`src/rtl/ctm_consts.svh`:
```
// register offsets, field positions, reset values and timing counts
`ifndef CTM_CONSTS_SVH
`define CTM_CONSTS_SVH
`define OFS_CTRL_A 3'h0
`define OFS_CTRL_B 3'h1
`define OFS_COUNT_LOW 3'h2
`define OFS_COUNT_HIGH 3'h3
`define OFS_CMPA_LOW 3'h4
`define OFS_CMPA_HIGH 3'h5
`define CTRL_A_RESET 8'h00
`define CTRL_B_RESET 8'h00
`define CMPA_RESET 10'h000
`define BIT_HOLD 7
`define BIT_CLK_HI 6
`define BIT_CLK_LO 4
`define BIT_ON 3
`define BIT_PER_HI 2
`define BIT_PER_LO 0
`define BIT_MODE_HI 7
`define BIT_MODE_LO 6
`define BIT_ACT_HI 5
`define BIT_ACT_LO 4
`define BIT_INIT 3
`define BIT_INV 2
`define BIT_SWAP 1
`define BIT_CLR_SRC 0
`define DIV_SYS4 8'd4
`define DIV_H16 8'd16
`define DIV_H64 8'd64
`endif

```
`src/rtl/ctm_pkg.sv`:
```
// types of the compact timer
package ctm_pkg;
  typedef enum logic [1:0] {MODE_CMP = 2'h0, MODE_UNDEF = 2'h1, MODE_PWM = 2'h2, MODE_TMR = 2'h3} op_mode_t;
  typedef enum logic [1:0] {ACT_NONE = 2'h0, ACT_LOW = 2'h1, ACT_HIGH = 2'h2, ACT_TOGGLE = 2'h3} out_action_t;
  typedef enum logic [2:0] {CK_SYS4 = 3'h0, CK_SYS = 3'h1, CK_H16 = 3'h2, CK_H64 = 3'h3,
                            CK_SUB0 = 3'h4, CK_SUB1 = 3'h5, CK_BAD0 = 3'h6, CK_BAD1 = 3'h7} clk_sel_t;
endpackage : ctm_pkg

```
`src/rtl/compact_timer_unit.sv`:
```
// compact 10-bit timer with register port
//
// How it works
// - pause bit set holds the count; clearing resumes from held value
// - clock select picks sys/4, sys, high/16, high/64 or sub tick
// - on bit set lets counter run; clear stops it
// - on bit rise zeroes the counter; fall keeps residual value
// - on bit rise returns output to initial level in compare mode
// - period code matches counter bits 9..7, steps of 128 clocks
// - period code zero lets the counter overflow as the clear
// - mode field: 00 compare, 10 pwm, 11 timer; 01 undefined
// - compare mode A match does none, low, high or toggle
// - pwm action: inactive, active, waveform; 11 undefined
// - compare mode initial level is the output control bit
// - pwm output control bit picks active high or low
// - action equal to current level gives no visible change
// - invert bit flips output, no effect in timer mode
// - swap bit exchanges period and duty comparators in pwm
// - clear source: A match, or P match and overflow
// - pwm mode ignores the clear source bit
// - counter readable as low byte and high bits 9..8
// - unused high byte bits read zero
// - timer mode output undefined, output control ignored
// - low byte goes through buffer, committed or latched by high byte access
// - outside pwm, A clearing gives no P flag; output follows A flag only
// - pwm duty at or above period gives constant active output
// - complementary output is the inverse of the main output
`timescale 1ns/1ps
`include "ctm_consts.svh"

module compact_timer_unit
  import ctm_pkg::*;
#(
  parameter int CNT_W = 10,
  parameter int SUB_DIV = 8
) (
  input wire logic clock,
  input wire logic rst_n,
  input wire logic high_clk_tick,
  input wire logic [2:0] addr,
  input wire logic [7:0] wdata,
  input wire logic wr,
  input wire logic rd,
  output logic [7:0] rdata,
  output logic timer_out,
  output logic timer_out_n,
  output logic match_a_flag,
  output logic match_p_flag
);

  initial begin
    if (CNT_W != 10 || SUB_DIV < 2 || SUB_DIV > 255) begin
      $error("unsupported parameter value");
    end
  end

  ////////////////////////////////////////////////////////////////////////////
  // registers

  logic [7:0] ctrl_a_r;
  logic [7:0] ctrl_b_r;
  logic [9:0] compare_a_value_r;
  logic [7:0] low_buf_r;
  logic [9:0] count_r;
  logic [9:0] count_nxt;
  logic out_r;
  logic on_d_r;
  logic [7:0] sys_div_r;
  logic [7:0] h_div_r;
  logic [7:0] sub_div_r;

  logic count_hold;
  logic timer_on;
  clk_sel_t clk_source_sel;
  logic [2:0] period_cmp_bits;
  op_mode_t op_mode_sel;
  out_action_t out_action_sel;
  logic out_initial_level;
  logic out_invert;
  logic duty_period_swap;
  logic clear_source_sel;

  assign count_hold = ctrl_a_r[`BIT_HOLD];
  assign clk_source_sel = clk_sel_t'(ctrl_a_r[`BIT_CLK_HI:`BIT_CLK_LO]);
  assign timer_on = ctrl_a_r[`BIT_ON];
  assign period_cmp_bits = ctrl_a_r[`BIT_PER_HI:`BIT_PER_LO];
  assign op_mode_sel = op_mode_t'(ctrl_b_r[`BIT_MODE_HI:`BIT_MODE_LO]);
  assign out_action_sel = out_action_t'(ctrl_b_r[`BIT_ACT_HI:`BIT_ACT_LO]);
  assign out_initial_level = ctrl_b_r[`BIT_INIT];
  assign out_invert = ctrl_b_r[`BIT_INV];
  assign duty_period_swap = ctrl_b_r[`BIT_SWAP];
  assign clear_source_sel = ctrl_b_r[`BIT_CLR_SRC];

  // mode and action changes are only safe with the timer off; not policed here
  always_ff @(posedge clock) begin
    if (!rst_n) begin
      ctrl_a_r <= `CTRL_A_RESET;
      ctrl_b_r <= `CTRL_B_RESET;
    end else if (wr && addr == `OFS_CTRL_A) begin
      ctrl_a_r <= wdata;
    end else if (wr && addr == `OFS_CTRL_B) begin
      ctrl_b_r <= wdata;
    end
  end

  // low byte buffer shared by both pairs
  always_ff @(posedge clock) begin
    if (!rst_n) begin
      low_buf_r <= 8'h00;
      compare_a_value_r <= `CMPA_RESET;
    end else if (wr && addr == `OFS_CMPA_LOW) begin
      low_buf_r <= wdata;
    end else if (wr && addr == `OFS_CMPA_HIGH) begin
      compare_a_value_r <= {wdata[1:0], low_buf_r};
    end else if (rd && addr == `OFS_COUNT_HIGH) begin
      low_buf_r <= count_r[7:0];
    end else if (rd && addr == `OFS_CMPA_HIGH) begin
      low_buf_r <= compare_a_value_r[7:0];
    end
  end

  always_ff @(posedge clock) begin
    if (!rst_n) begin
      rdata <= 8'h00;
    end else if (rd) begin
      case (addr)
        `OFS_CTRL_A: rdata <= ctrl_a_r;
        `OFS_CTRL_B: rdata <= ctrl_b_r;
        `OFS_COUNT_LOW: rdata <= low_buf_r;
        `OFS_COUNT_HIGH: rdata <= {6'h00, count_r[9:8]};
        `OFS_CMPA_LOW: rdata <= low_buf_r;
        `OFS_CMPA_HIGH: rdata <= {6'h00, compare_a_value_r[9:8]};
        default: rdata <= 8'h00;
      endcase
    end else begin
      rdata <= 8'h00;
    end
  end

  ////////////////////////////////////////////////////////////////////////////
  // counter clock tick

  function automatic logic [7:0] div_step(input logic [7:0] cnt, input logic adv, input logic [7:0] lim);
    if (!adv) begin
      div_step = cnt;
    end else if (cnt >= lim - 8'd1) begin
      div_step = 8'h00;
    end else begin
      div_step = cnt + 8'd1;
    end
  endfunction : div_step

  always_ff @(posedge clock) begin
    if (!rst_n) begin
      sys_div_r <= 8'h00;
      h_div_r <= 8'h00;
      sub_div_r <= 8'h00;
    end else begin
      sys_div_r <= div_step(sys_div_r, 1'b1, `DIV_SYS4);
      h_div_r <= div_step(h_div_r, high_clk_tick, `DIV_H64);
      sub_div_r <= div_step(sub_div_r, 1'b1, 8'(SUB_DIV));
    end
  end

  logic tick;
  always_comb begin
    case (clk_source_sel)
      CK_SYS4: tick = (sys_div_r == 8'h00);
      CK_SYS: tick = 1'b1;
      CK_H16: tick = high_clk_tick && (h_div_r[3:0] == 4'h0);
      CK_H64: tick = high_clk_tick && (h_div_r == 8'h00);
      CK_SUB0, CK_SUB1: tick = (sub_div_r == 8'h00);
      default: tick = 1'b0;
    endcase
  end

  ////////////////////////////////////////////////////////////////////////////
  // comparators and counter

  logic on_rise;
  logic run;
  logic match_a;
  logic match_p;
  logic overflow;
  logic clr_by_a;
  logic clr_now;
  logic p_clears;

  assign on_rise = timer_on && !on_d_r;
  assign run = timer_on && !count_hold && tick;
  assign match_a = run && (count_r == compare_a_value_r) && (compare_a_value_r != 10'h000);
  assign match_p = run && (period_cmp_bits != 3'h0) &&
                   (count_r == {period_cmp_bits - 3'h1, 7'h7F});
  assign overflow = run && (count_r == 10'h3FF);
  // pwm clears on the period comparator; swap picks which one
  assign clr_by_a = (op_mode_sel == MODE_PWM) ? duty_period_swap : clear_source_sel;
  assign p_clears = match_p || (overflow && period_cmp_bits == 3'h0);
  assign clr_now = clr_by_a ? (match_a || overflow) : p_clears;

  always_ff @(posedge clock) begin
    if (!rst_n) begin
      on_d_r <= 1'b0;
    end else begin
      on_d_r <= timer_on;
    end
  end

  always_comb begin
    if (on_rise) begin
      count_nxt = 10'h000;
    end else if (clr_now) begin
      count_nxt = 10'h000;
    end else if (run) begin
      count_nxt = count_r + 10'd1;
    end else begin
      count_nxt = count_r;
    end
  end

  always_ff @(posedge clock) begin
    if (!rst_n) begin
      count_r <= 10'h000;
    end else begin
      count_r <= count_nxt;
    end
  end

  // match flags are one-cycle pulses
  always_ff @(posedge clock) begin
    if (!rst_n) begin
      match_a_flag <= 1'b0;
      match_p_flag <= 1'b0;
    end else begin
      match_a_flag <= match_a;
      match_p_flag <= (clr_by_a && op_mode_sel != MODE_PWM) ? 1'b0 : p_clears;
    end
  end

  ////////////////////////////////////////////////////////////////////////////
  // output

  logic [10:0] period_len;
  logic [10:0] duty_len;
  logic pwm_active;
  logic out_level;
  logic out_pin;

  assign period_len = duty_period_swap ? {1'b0, compare_a_value_r} :
                      ((period_cmp_bits == 3'h0) ? 11'h400 : {1'b0, period_cmp_bits, 7'h00});
  assign duty_len = duty_period_swap ?
                    ((period_cmp_bits == 3'h0) ? 11'h400 : {1'b0, period_cmp_bits, 7'h00}) :
                    {1'b0, compare_a_value_r};
  assign pwm_active = (duty_len >= period_len) || ({1'b0, count_r} < duty_len);

  always_ff @(posedge clock) begin
    if (!rst_n) begin
      out_r <= 1'b0;
    end else if (on_rise) begin
      out_r <= out_initial_level;
    end else if (op_mode_sel == MODE_CMP && match_a) begin
      case (out_action_sel)
        ACT_NONE: out_r <= out_r;
        ACT_LOW: out_r <= 1'b0;
        ACT_HIGH: out_r <= 1'b1;
        ACT_TOGGLE: out_r <= !out_r;
        default: out_r <= out_r;
      endcase
    end
  end

  always_comb begin
    case (op_mode_sel)
      MODE_CMP: out_level = out_r ^ out_invert;
      MODE_PWM: begin
        case (out_action_sel)
          ACT_NONE: out_level = !out_initial_level;
          ACT_LOW: out_level = out_initial_level;
          ACT_HIGH: out_level = pwm_active ~^ out_initial_level;
          default: out_level = 1'b0;
        endcase
        out_level = out_level ^ out_invert;
      end
      default: out_level = 1'b0;
    endcase
  end

  always_ff @(posedge clock) begin
    if (!rst_n) begin
      out_pin <= 1'b0;
    end else begin
      out_pin <= out_level;
    end
  end

  assign timer_out = out_pin;
  assign timer_out_n = !out_pin;

  ////////////////////////////////////////////////////////////////////////////
  // checks

  a_on_rise_zero: assert property (@(posedge clock) disable iff (!rst_n)
    on_rise |=> count_r == 10'h000)
    else $error("counter not zeroed on turn-on");

  a_hold_keeps: assert property (@(posedge clock) disable iff (!rst_n)
    (count_hold && !on_rise) |=> $stable(count_r))
    else $error("counter moved while held");

  a_off_keeps: assert property (@(posedge clock) disable iff (!rst_n)
    !timer_on |=> $stable(count_r))
    else $error("counter moved while off");

  a_run_step: assert property (@(posedge clock) disable iff (!rst_n)
    (run && !clr_now && !on_rise) |=> count_r == $past(count_r) + 10'd1)
    else $error("bad count step");

  a_p_clear: assert property (@(posedge clock) disable iff (!rst_n)
    (p_clears && !clr_by_a) |=> count_r == 10'h000)
    else $error("p match did not clear");

  a_no_p_flag: assert property (@(posedge clock) disable iff (!rst_n)
    (clear_source_sel && op_mode_sel == MODE_CMP) |=> !match_p_flag)
    else $error("p flag with a clear");

  a_init_level: assert property (@(posedge clock) disable iff (!rst_n)
    on_rise |=> out_r == $past(out_initial_level))
    else $error("initial level not applied");

  a_comp_out: assert property (@(posedge clock) disable iff (!rst_n)
    1'b1 |-> timer_out_n == !timer_out)
    else $error("complement output wrong");

  a_high_zero: assert property (@(posedge clock) disable iff (!rst_n)
    $past(rd) && ($past(addr) == `OFS_COUNT_HIGH) |-> rdata[7:2] == 6'h00)
    else $error("high bits not zero");

  a_rd_idle: assert property (@(posedge clock) disable iff (!rst_n)
    !$past(rd) |-> rdata == 8'h00)
    else $error("read data outside read slot");

  a_clr_a: assert property (@(posedge clock) disable iff (!rst_n)
    (clr_by_a && match_a) |=> count_r == 10'h000)
    else $error("a match did not clear");

  a_pwm_full: assert property (@(posedge clock) disable iff (!rst_n)
    (op_mode_sel == MODE_PWM && out_action_sel == ACT_HIGH && duty_len >= period_len) |=>
    timer_out == ($past(out_initial_level) ^ $past(out_invert)))
    else $error("full duty not active");

  a_tmr_out: assert property (@(posedge clock) disable iff (!rst_n)
    op_mode_sel == MODE_TMR |=> !timer_out)
    else $error("timer mode output not low");

  a_buf_commit: assert property (@(posedge clock) disable iff (!rst_n)
    (wr && addr == `OFS_CMPA_HIGH) |=> compare_a_value_r == {$past(wdata[1:0]), $past(low_buf_r)})
    else $error("compare value not committed");

  a_bad_clk: assert property (@(posedge clock) disable iff (!rst_n)
    (clk_source_sel == CK_BAD0 || clk_source_sel == CK_BAD1) |-> !run)
    else $error("counting on undefined clock");

  a_sys4_gap: assert property (@(posedge clock) disable iff (!rst_n)
    (clk_source_sel == CK_SYS4 && tick && !(wr && addr == `OFS_CTRL_A)) |=> !tick)
    else $error("divided tick too fast");

  a_pwm_idle: assert property (@(posedge clock) disable iff (!rst_n)
    (op_mode_sel == MODE_PWM && out_action_sel == ACT_NONE) |=>
    timer_out == !($past(out_initial_level) ^ $past(out_invert)))
    else $error("inactive level wrong");

  a_cmp_keep: assert property (@(posedge clock) disable iff (!rst_n)
    (op_mode_sel == MODE_CMP && !match_a && !on_rise) |=> $stable(out_r))
    else $error("output moved without a match");

endmodule : compact_timer_unit

```
`config.mk`:
```
export PLATFORM = sky130hd
export DESIGN_NAME = compact_timer_unit
export DESIGN_NICKNAME = d
export VERILOG_FILES = /design/src/rtl/ctm_pkg.sv /design/src/rtl/compact_timer_unit.sv
export VERILOG_INCLUDE_DIRS = /design/src /design/src/rtl
export SDC_FILE = /design/constraint.sdc
export NUM_CORES = 1
export LEC_CHECK = 0
export ABC_AREA = 1
export BUFFER_PORTS_ARGS = -buffer_cell sky130_fd_sc_hd__buf_2
export CAP_MARGIN = 20
export CORE_AREA = 8 8 108 110
export CTS_BUF_LIST = sky130_fd_sc_hd__clkbuf_8
export DETAILED_ROUTE_END_ITERATION = 6
export DIE_AREA = 0 0 116 118
export HOLD_SLACK_MARGIN = 0.08
export PLACE_DENSITY = 0.61
export RECOVER_POWER = 100
export SLEW_MARGIN = 20
export SYNTH_ARGS = -nofsm -noshare
export SYNTH_HDL_FRONTEND = slang
export SYNTH_SLANG_ARGS = --single-unit
export TNS_END_PERCENT = 10
```
`constraint.sdc`:
```
create_clock -name clock -period 2.8 [get_ports clock]
set_input_delay 0.56 -clock clock [delete_from_list [all_inputs] [get_ports clock]]
set_output_delay 0.56 -clock clock [all_outputs]
set_load 0.02 [all_outputs]
```
==> flow_summary_export.csv, run 1 <==
group,metric,value,unit
run_status,status,"finished clean",
global_routing,grtUsageTotal,17.4,%
routing,via_per_inst,5.02,
global_routing,globalRoute.totalOverflow,0,
sta,slew_headroom,6.54,%
sta,fin_tns_setup,0,ns
sta,hold_viol,0,
clocking,ctsHtreeMaxLevel,3,
setup_path,path_class,"reg -> reg",
setup_path,cp_top_family,"adder cells",
routing,num_vias,3972,
routing,initialDrtViolationCount,295,
sta,setup_viol,0,
sta,rsz0062_at_grt,"false",
global_routing,grt_pass1_vias,3874,
sta,clock.fmax,401,MHz
yosys,synth_area_per_cell,7.07,µm²
setup_path,critical_path_arrival,2.75,ns
final_layout,area.growth.synth_to_final,9.82,%
global_routing,grt_first_pass_wirelength,19000,µm
clocking,max-clock-path-buffers,2,
floorplan,start_util,43.3,%
setup_path,worstPathCellList,"inv_1, ha_1, ha_1, inv_2, nand2_1, o21ai_2, inv_1, ha_1, a21oi_1, o21a_1, nand3_1, nand3_1, nand2_1, nand2_1, nand3_1, a21oi_1, nor2_1",
global_routing,antenna_found_initial,0,
pwr,p_per_area,479,nW/µm²
floorplan,core_area,10000,µm²
yosys,ys_async_sr_fraction,0,%
pwr,peakVddDrop,0.283,mV
pwr,power.total,0.00228,W
yosys,postSynthCellCount,613,
place,placed_cell_area,4630,µm²
sta,drv_slew,0,
sta,finalCritPeriodShare,89.1,%
hold_path,hold_path.class,"reg -> reg",
setup_path,crit_slowest_cell,"dfxtp_2",
final_layout,fillers,1090,
floorplan,rows,37,
final_layout,stdcell_area,4760,µm²
sta,worst_slack,0.304,ns
routing,drc,0,
setup_path,critPathLaunchType,"flip-flop",
routing,wl,11500,µm
yosys,synth_area,4330,µm²
yosys,ys_ff_latch,81,
clocking,cts_made_buffers,9,
setup_path,crit_required,3.06,ns
routing,dr.pass1.iters,5,
floorplan,pin_count,28,
yosys,synth.distinct_cells,45,
sta,clock_skew,0.0128,ns
job,cap_violations,0,
setup_path,end_kind,"flip-flop",
place,globalplace.congestion,0.913,
pwr,p_leak,1.94,nW
floorplan,die_x,116,µm
routing,postRouteAntennaNets,0,
clocking,postCtsSetupRepairBufs,0,
clocking,cts.clk_slew.worst_paths,0.09,ns
yosys,synth-edff-count,0,
setup_path,cp_num_buf_inv,3,
global_routing,grt_max_degree,35,
final_layout,layout-drive-gt1-share,8.84,%
floorplan,dieArea,13700,µm²
clocking,cts_root_buf,"clkbuf_8",
yosys,ys.flop_type,"dfxtp_1",
final_layout,antennaDiodeCount,0,
sta,worst_pin_slew,1.39,ns
setup_path,cpPeakStageDelay,0.37,ns
floorplan,die_height,118,µm
clocking,cts_tree,"done",
sta,period_needed,2.50,ns
clocking,clock_sinks,81,
place,hpwl,8950,µm
place,io_buffers,27,
yosys,yosys_warnings,0,
setup_path,cp_max_fo,5,
yosys,yosysSeqAreaShare,37.4,%
routing,post_drt_wl_per_cell,14.6,µm
place,place_ws,0.197,ns
final_layout,fin_nets,686,
clocking,clk_latency,0.36,ns
-- power breakdown --
group | total, W | switching (W) | internal [W]
clock | 0.000804 | 0.000476 | 0.000328
combinational | 0.000266 | 0.000178 | 0.0000880
sequential | 0.00121 | 0.0000222 | 0.00119
-- routing by layer --
metal	global-route usage, %	part of all wire (%)
met1	21.2	46
met2	29.9	49
met3	2.77	3.3
met4	6.16	1.9
met5	0	0
-- worst paths after layout --
check                           slack [ns]         end  cells after the start        start
worst min register to register        0.43  h_div_r[6]                      2   h_div_r[6]
worst max register to register        0.30   timer_out                     17  ctrl_a_r[1]
worst min-delay path                  0.43  h_div_r[6]                      2   h_div_r[6]
worst max-delay path                  0.30   timer_out                     17  ctrl_a_r[1]
-- stage by stage --
| step | cells | hold slack (ns) | util [%] |
|---|---|---|---|
| floorplan | 622 | 0.410 | - |
| global placement | 776 | 0.418 | 46.3 |
| detailed placement | 776 | 0.423 | 46.3 |
| CTS | 792 | 0.437 | 48.1 |
| global route | 792 | 0.459 | 47.6 |
| finish | 792 | 0.435 | 47.6 |
-- Yosys cell counts, types with 4 or more instances --
master | number | area, µm²
xor2_1 | 8 | 70.1
clkbuf_1 | 6 | 22.5
nand2_1 | 118 | 443
inv_1 | 91 | 342
nor2_1 | 81 | 304
a21oi_1 | 41 | 205
o22ai_1 | 8 | 50.1
a211oi_1 | 10 | 75.1
nor3_1 | 11 | 55.1
dfxtp_1 | 81 | 1620
a211oi_2 | 9 | 113
inv_2 | 4 | 15.0
o21ai_0 | 43 | 215
nand3_1 | 21 | 105
buf_2 | 4 | 20.0
nand4_1 | 18 | 113
ha_1 | 19 | 238
-- what timing repair did --
action	CTS	global route
setup endpoints to repair	0	1
hold buffers	0	0
gates resized for setup	0	3
-- flip-flops by register name (all words and copies together), names as in the netlist, 8 cells and up --
signal / count
low_buf_r: 8
rdata: 8
sub_div_r: 8
sys_div_r: 8
compare_a_value_r: 10
count_r: 10
ctrl_a_r: 8
h_div_r: 8
ctrl_b_r: 8
-- final cells by class --
class | count | area, µm² | area share [%]
clock buffer | 9 | 124 | 2.60
clock inverter | 7 | 53.8 | 1.13
inverter | 96 | 363 | 7.63
multi-input combinational | 428 | 2250 | 47.3
sequential | 81 | 1620 | 34.1
tap | 136 | 170 | 3.58
timing repair buffer | 35 | 171 | 3.60
-- worst register-to-register path: stages, from the launching register on --
cell	delay, ns
dfxtp_2	0.37
inv_1	0.08
ha_1	0.18
ha_1	0.23
inv_2	0.11
nand2_1	0.07
o21ai_2	0.13
inv_1	0.06
ha_1	0.30
a21oi_1	0.15
o21a_1	0.12
nand3_1	0.08
nand3_1	0.13
nand2_1	0.06
nand2_1	0.05
nand3_1	0.08
a21oi_1	0.13
nor2_1	0.06
-- cells by family (layout without fill, tap and decap cells) --
kind of cell	Yosys count	count (layout)	synth area share, %
buffers and inverters	113	147	10.6
AO/OA/AOI/OAI	123	123	17.4
XOR/XNOR	11	11	2.22
AND/OR/NAND/NOR	265	265	26.7
other	1	10	0.0866
adder cells (fa/ha/maj)	19	19	5.49
flip-flops	81	81	37.4
-- cells in the final DEF, fill, tap and decap left out, drive strengths merged --
master	instances
and3	1
nor4	2
nand4	18
and2	1
o2111ai	1
dfxtp	81
xor2	8
nand3	23
o31ai	1
conb	10
o32ai	1
a211oi	19
o21ai	47
nor3	12
clkinv	2
ha	19
o22ai	8
nand2	119
xnor2	3
o21a	1
a221oi	2
nor2	86
or2	1
inv	98
buf	20
clkinvlp	3
clkbuf	24
o211ai	2
a21oi	41
nand3b	1
nor3b	1
Power figures use the tool's default switching activity.
==> run 2: changes to the inputs <==
Settings changed: MAX_ROUTING_LAYER set to met4, SKIP_CTS_REPAIR_TIMING set to 1.
Clock period 2.8 ns to 2.6 ns, I/O delays scaled along.
==> run 2 against run 1 <==
  * Count of clock-buffer cells in the layout rose by 2
  * Utilization grew 0.81 points
  * Sequential share of layout area shrank 0.60 points
  * Via count rose by 2.6%
  * Flip-flop and latch count unchanged
  * Wire length about the same
  * Register-to-register slack got worse by 0.08 ns
  * Fmax grew 4.9%
  * Sequential power increased by 7%
  * Die area is the same
==> flow_summary_export.csv, run 2 (synthesis results as in run 1) <==
group,metric,value,unit
setup_path,r2r_end,"timer_out",
sta,worst_slack,0.222,ns
final_layout,antennaDiodeCount,0,
hold_path,worstHoldPathCells,2,
setup_path,cp_max_fo,5,
pwr,p_leak,1.99,nW
pwr,peakVddDrop,0.374,mV
setup_path,worstReg2RegStart,"ctrl_a_r[1]",
setup_path,r2r_setup_slack,0.22,ns
final_layout,area.growth.synth_to_final,11.7,%
floorplan,pin_count,28,
global_routing,globalRoute.totalOverflow,0,
place,io_buffers,27,
routing,via_per_inst,5.14,
setup_path,crit_required,2.86,ns
run_status,status,"finished clean",
floorplan,rows,37,
routing,initialDrtViolationCount,211,
final_layout,fillers,1064,
place,globalplace.congestion,0.915,
global_routing,grt_max_degree,35,
clocking,clk_latency,0.36,ns
floorplan,core_area,10000,µm²
global_routing,grt_first_pass_wirelength,18900,µm
floorplan,die_height,118,µm
clocking,cts_made_buffers,9,
hold_path,hold_path.class,"reg -> reg",
sta,drv_slew,0,
setup_path,end_kind,"flip-flop",
sta,fin_tns_setup,0,ns
routing,post_drt_wl_per_cell,14.5,µm
clocking,cts_root_buf,"clkbuf_8",
final_layout,layout-drive-gt1-share,9.74,%
setup_path,r2r_cells,18,
global_routing,antenna_found_initial,0,
setup_path,critical_path_arrival,2.64,ns
pwr,power.total,0.00257,W
floorplan,dieArea,13700,µm²
final_layout,seq_area,1620,µm²
final_layout,multi_input_area,2300,µm²
sta,clock_skew,0.0152,ns
clocking,clock_sinks,81,
pwr,p_per_area,530,nW/µm²
floorplan,die_x,116,µm
clocking,ctsHtreeMaxLevel,3,
routing,num_vias,4075,
final_layout,layout_common_cells,"119 x nand2_1, 92 x inv_1, 83 x nor2_1",
place,dp_cells,778,
place,place_ws,0.0472,ns
sta,rsz0062_at_grt,"false",
clocking,cts.clk_slew.worst_paths,0.09,ns
setup_path,crit_path_start,"ctrl_a_r[1]",
sta,clock.fmax,420,MHz
global_routing,grt_pass1_vias,3828,
sta,worst_pin_slew,1.36,ns
job,cap_violations,0,
floorplan,start_util,43.3,%
sta,setup_viol,0,
sta,hold_viol,0,
setup_path,path_class,"reg -> reg",
routing,wl,11500,µm
setup_path,critPathLaunchType,"flip-flop",
final_layout,reg.largest.list,"compare_a_value_r: 10 flops, count_r: 10 flops",
hold_path,hold_path_end,"h_div_r[6]",
final_layout,stdcell_count,793,
sta,slew_headroom,9.65,%
final_layout,final_common_cell,"nand2_1",
sta,period_needed,2.38,ns
global_routing,grtUsageTotal,17.9,%
final_layout,fin_nets,688,
routing,dr.pass1.iters,5,
sta,finalCritPeriodShare,91.5,%
place,hpwl,8860,µm
routing,drc,0,
routing,postRouteAntennaNets,0,
clocking,cts_tree,"done",
hold_path,holdCritStartpoint,"h_div_r[6]",
clocking,max-clock-path-buffers,2,
-- run 2: changes by cell type in the layout (fill, tap and decap cells not counted), sizes merged --
cell      change
buf           +1
clkinvlp      -2
clkinv        -1
clkbuf        +3
bufinv        +1
inv           -1
-- run 2: worst max-delay path by stage --
stage / endpoint / slack [ns] / depth (start not counted)
after floorplan: timer_out / 0.22 / 17
after global placement: timer_out / 0.17 / 17
after detailed placement: timer_out / 0.05 / 17
after CTS: timer_out / 0.03 / 17
after global routing: timer_out / 0.01 / 19
final: timer_out / 0.22 / 18
-- run 2: layout make-up --
type | instances | share of cell area [%]
Inverter | 96 | 7.45
Clock inverter | 4 | 1.06
Timing Repair Buffer | 37 | 3.85
Clock buffer | 11 | 3.13
Tap cell | 136 | 3.52
Sequential cell | 81 | 33.5
Multi-Input combinational cell | 428 | 47.5
-- run 2: through the flow --
stage	instance area, µm²	hold slack, ns	utilization, %
2_1_floorplan	4370	0.410	-
3_3_place_gp	4650	0.418	46.5
3_5_place_dp	4650	0.421	46.5
4_1_cts	4850	0.422	48.5
5_1_grt	4840	0.441	48.4
6_report	4840	0.436	48.4
-- run 2: per-layer routing --
layer	part of all wire, %	up-vias	GRT usage [%]
met5	0	-	-
met4	3.5	0	9.49
met3	4.4	27	2.82
met2	48	100	28.5
met1	44	1881	21.1
li1	-	2067	-
-- run 2: power breakdown --
group,internal [W],switching (W)
sequential,0.00128,0.0000238
combinational,0.0000991,0.000195
clock,0.000493,0.000476
total,0.00187,0.000696
-- run 2: worst max-delay path: stages, from the launching register on --
cell and delay, ns:
dfxtp_1 0.33, inv_1 0.07, ha_1 0.18, ha_1 0.20
inv_2 0.09, nand2_1 0.07, o21ai_2 0.13, inv_1 0.09
ha_4 0.29, and3_1 0.15, nand3_1 0.08, nand3_1 0.11
nand3_2 0.11, nand2_1 0.07, nand2_1 0.04, nand3_1 0.09
nand3_1 0.08, nand2_1 0.07, nor2_1 0.04
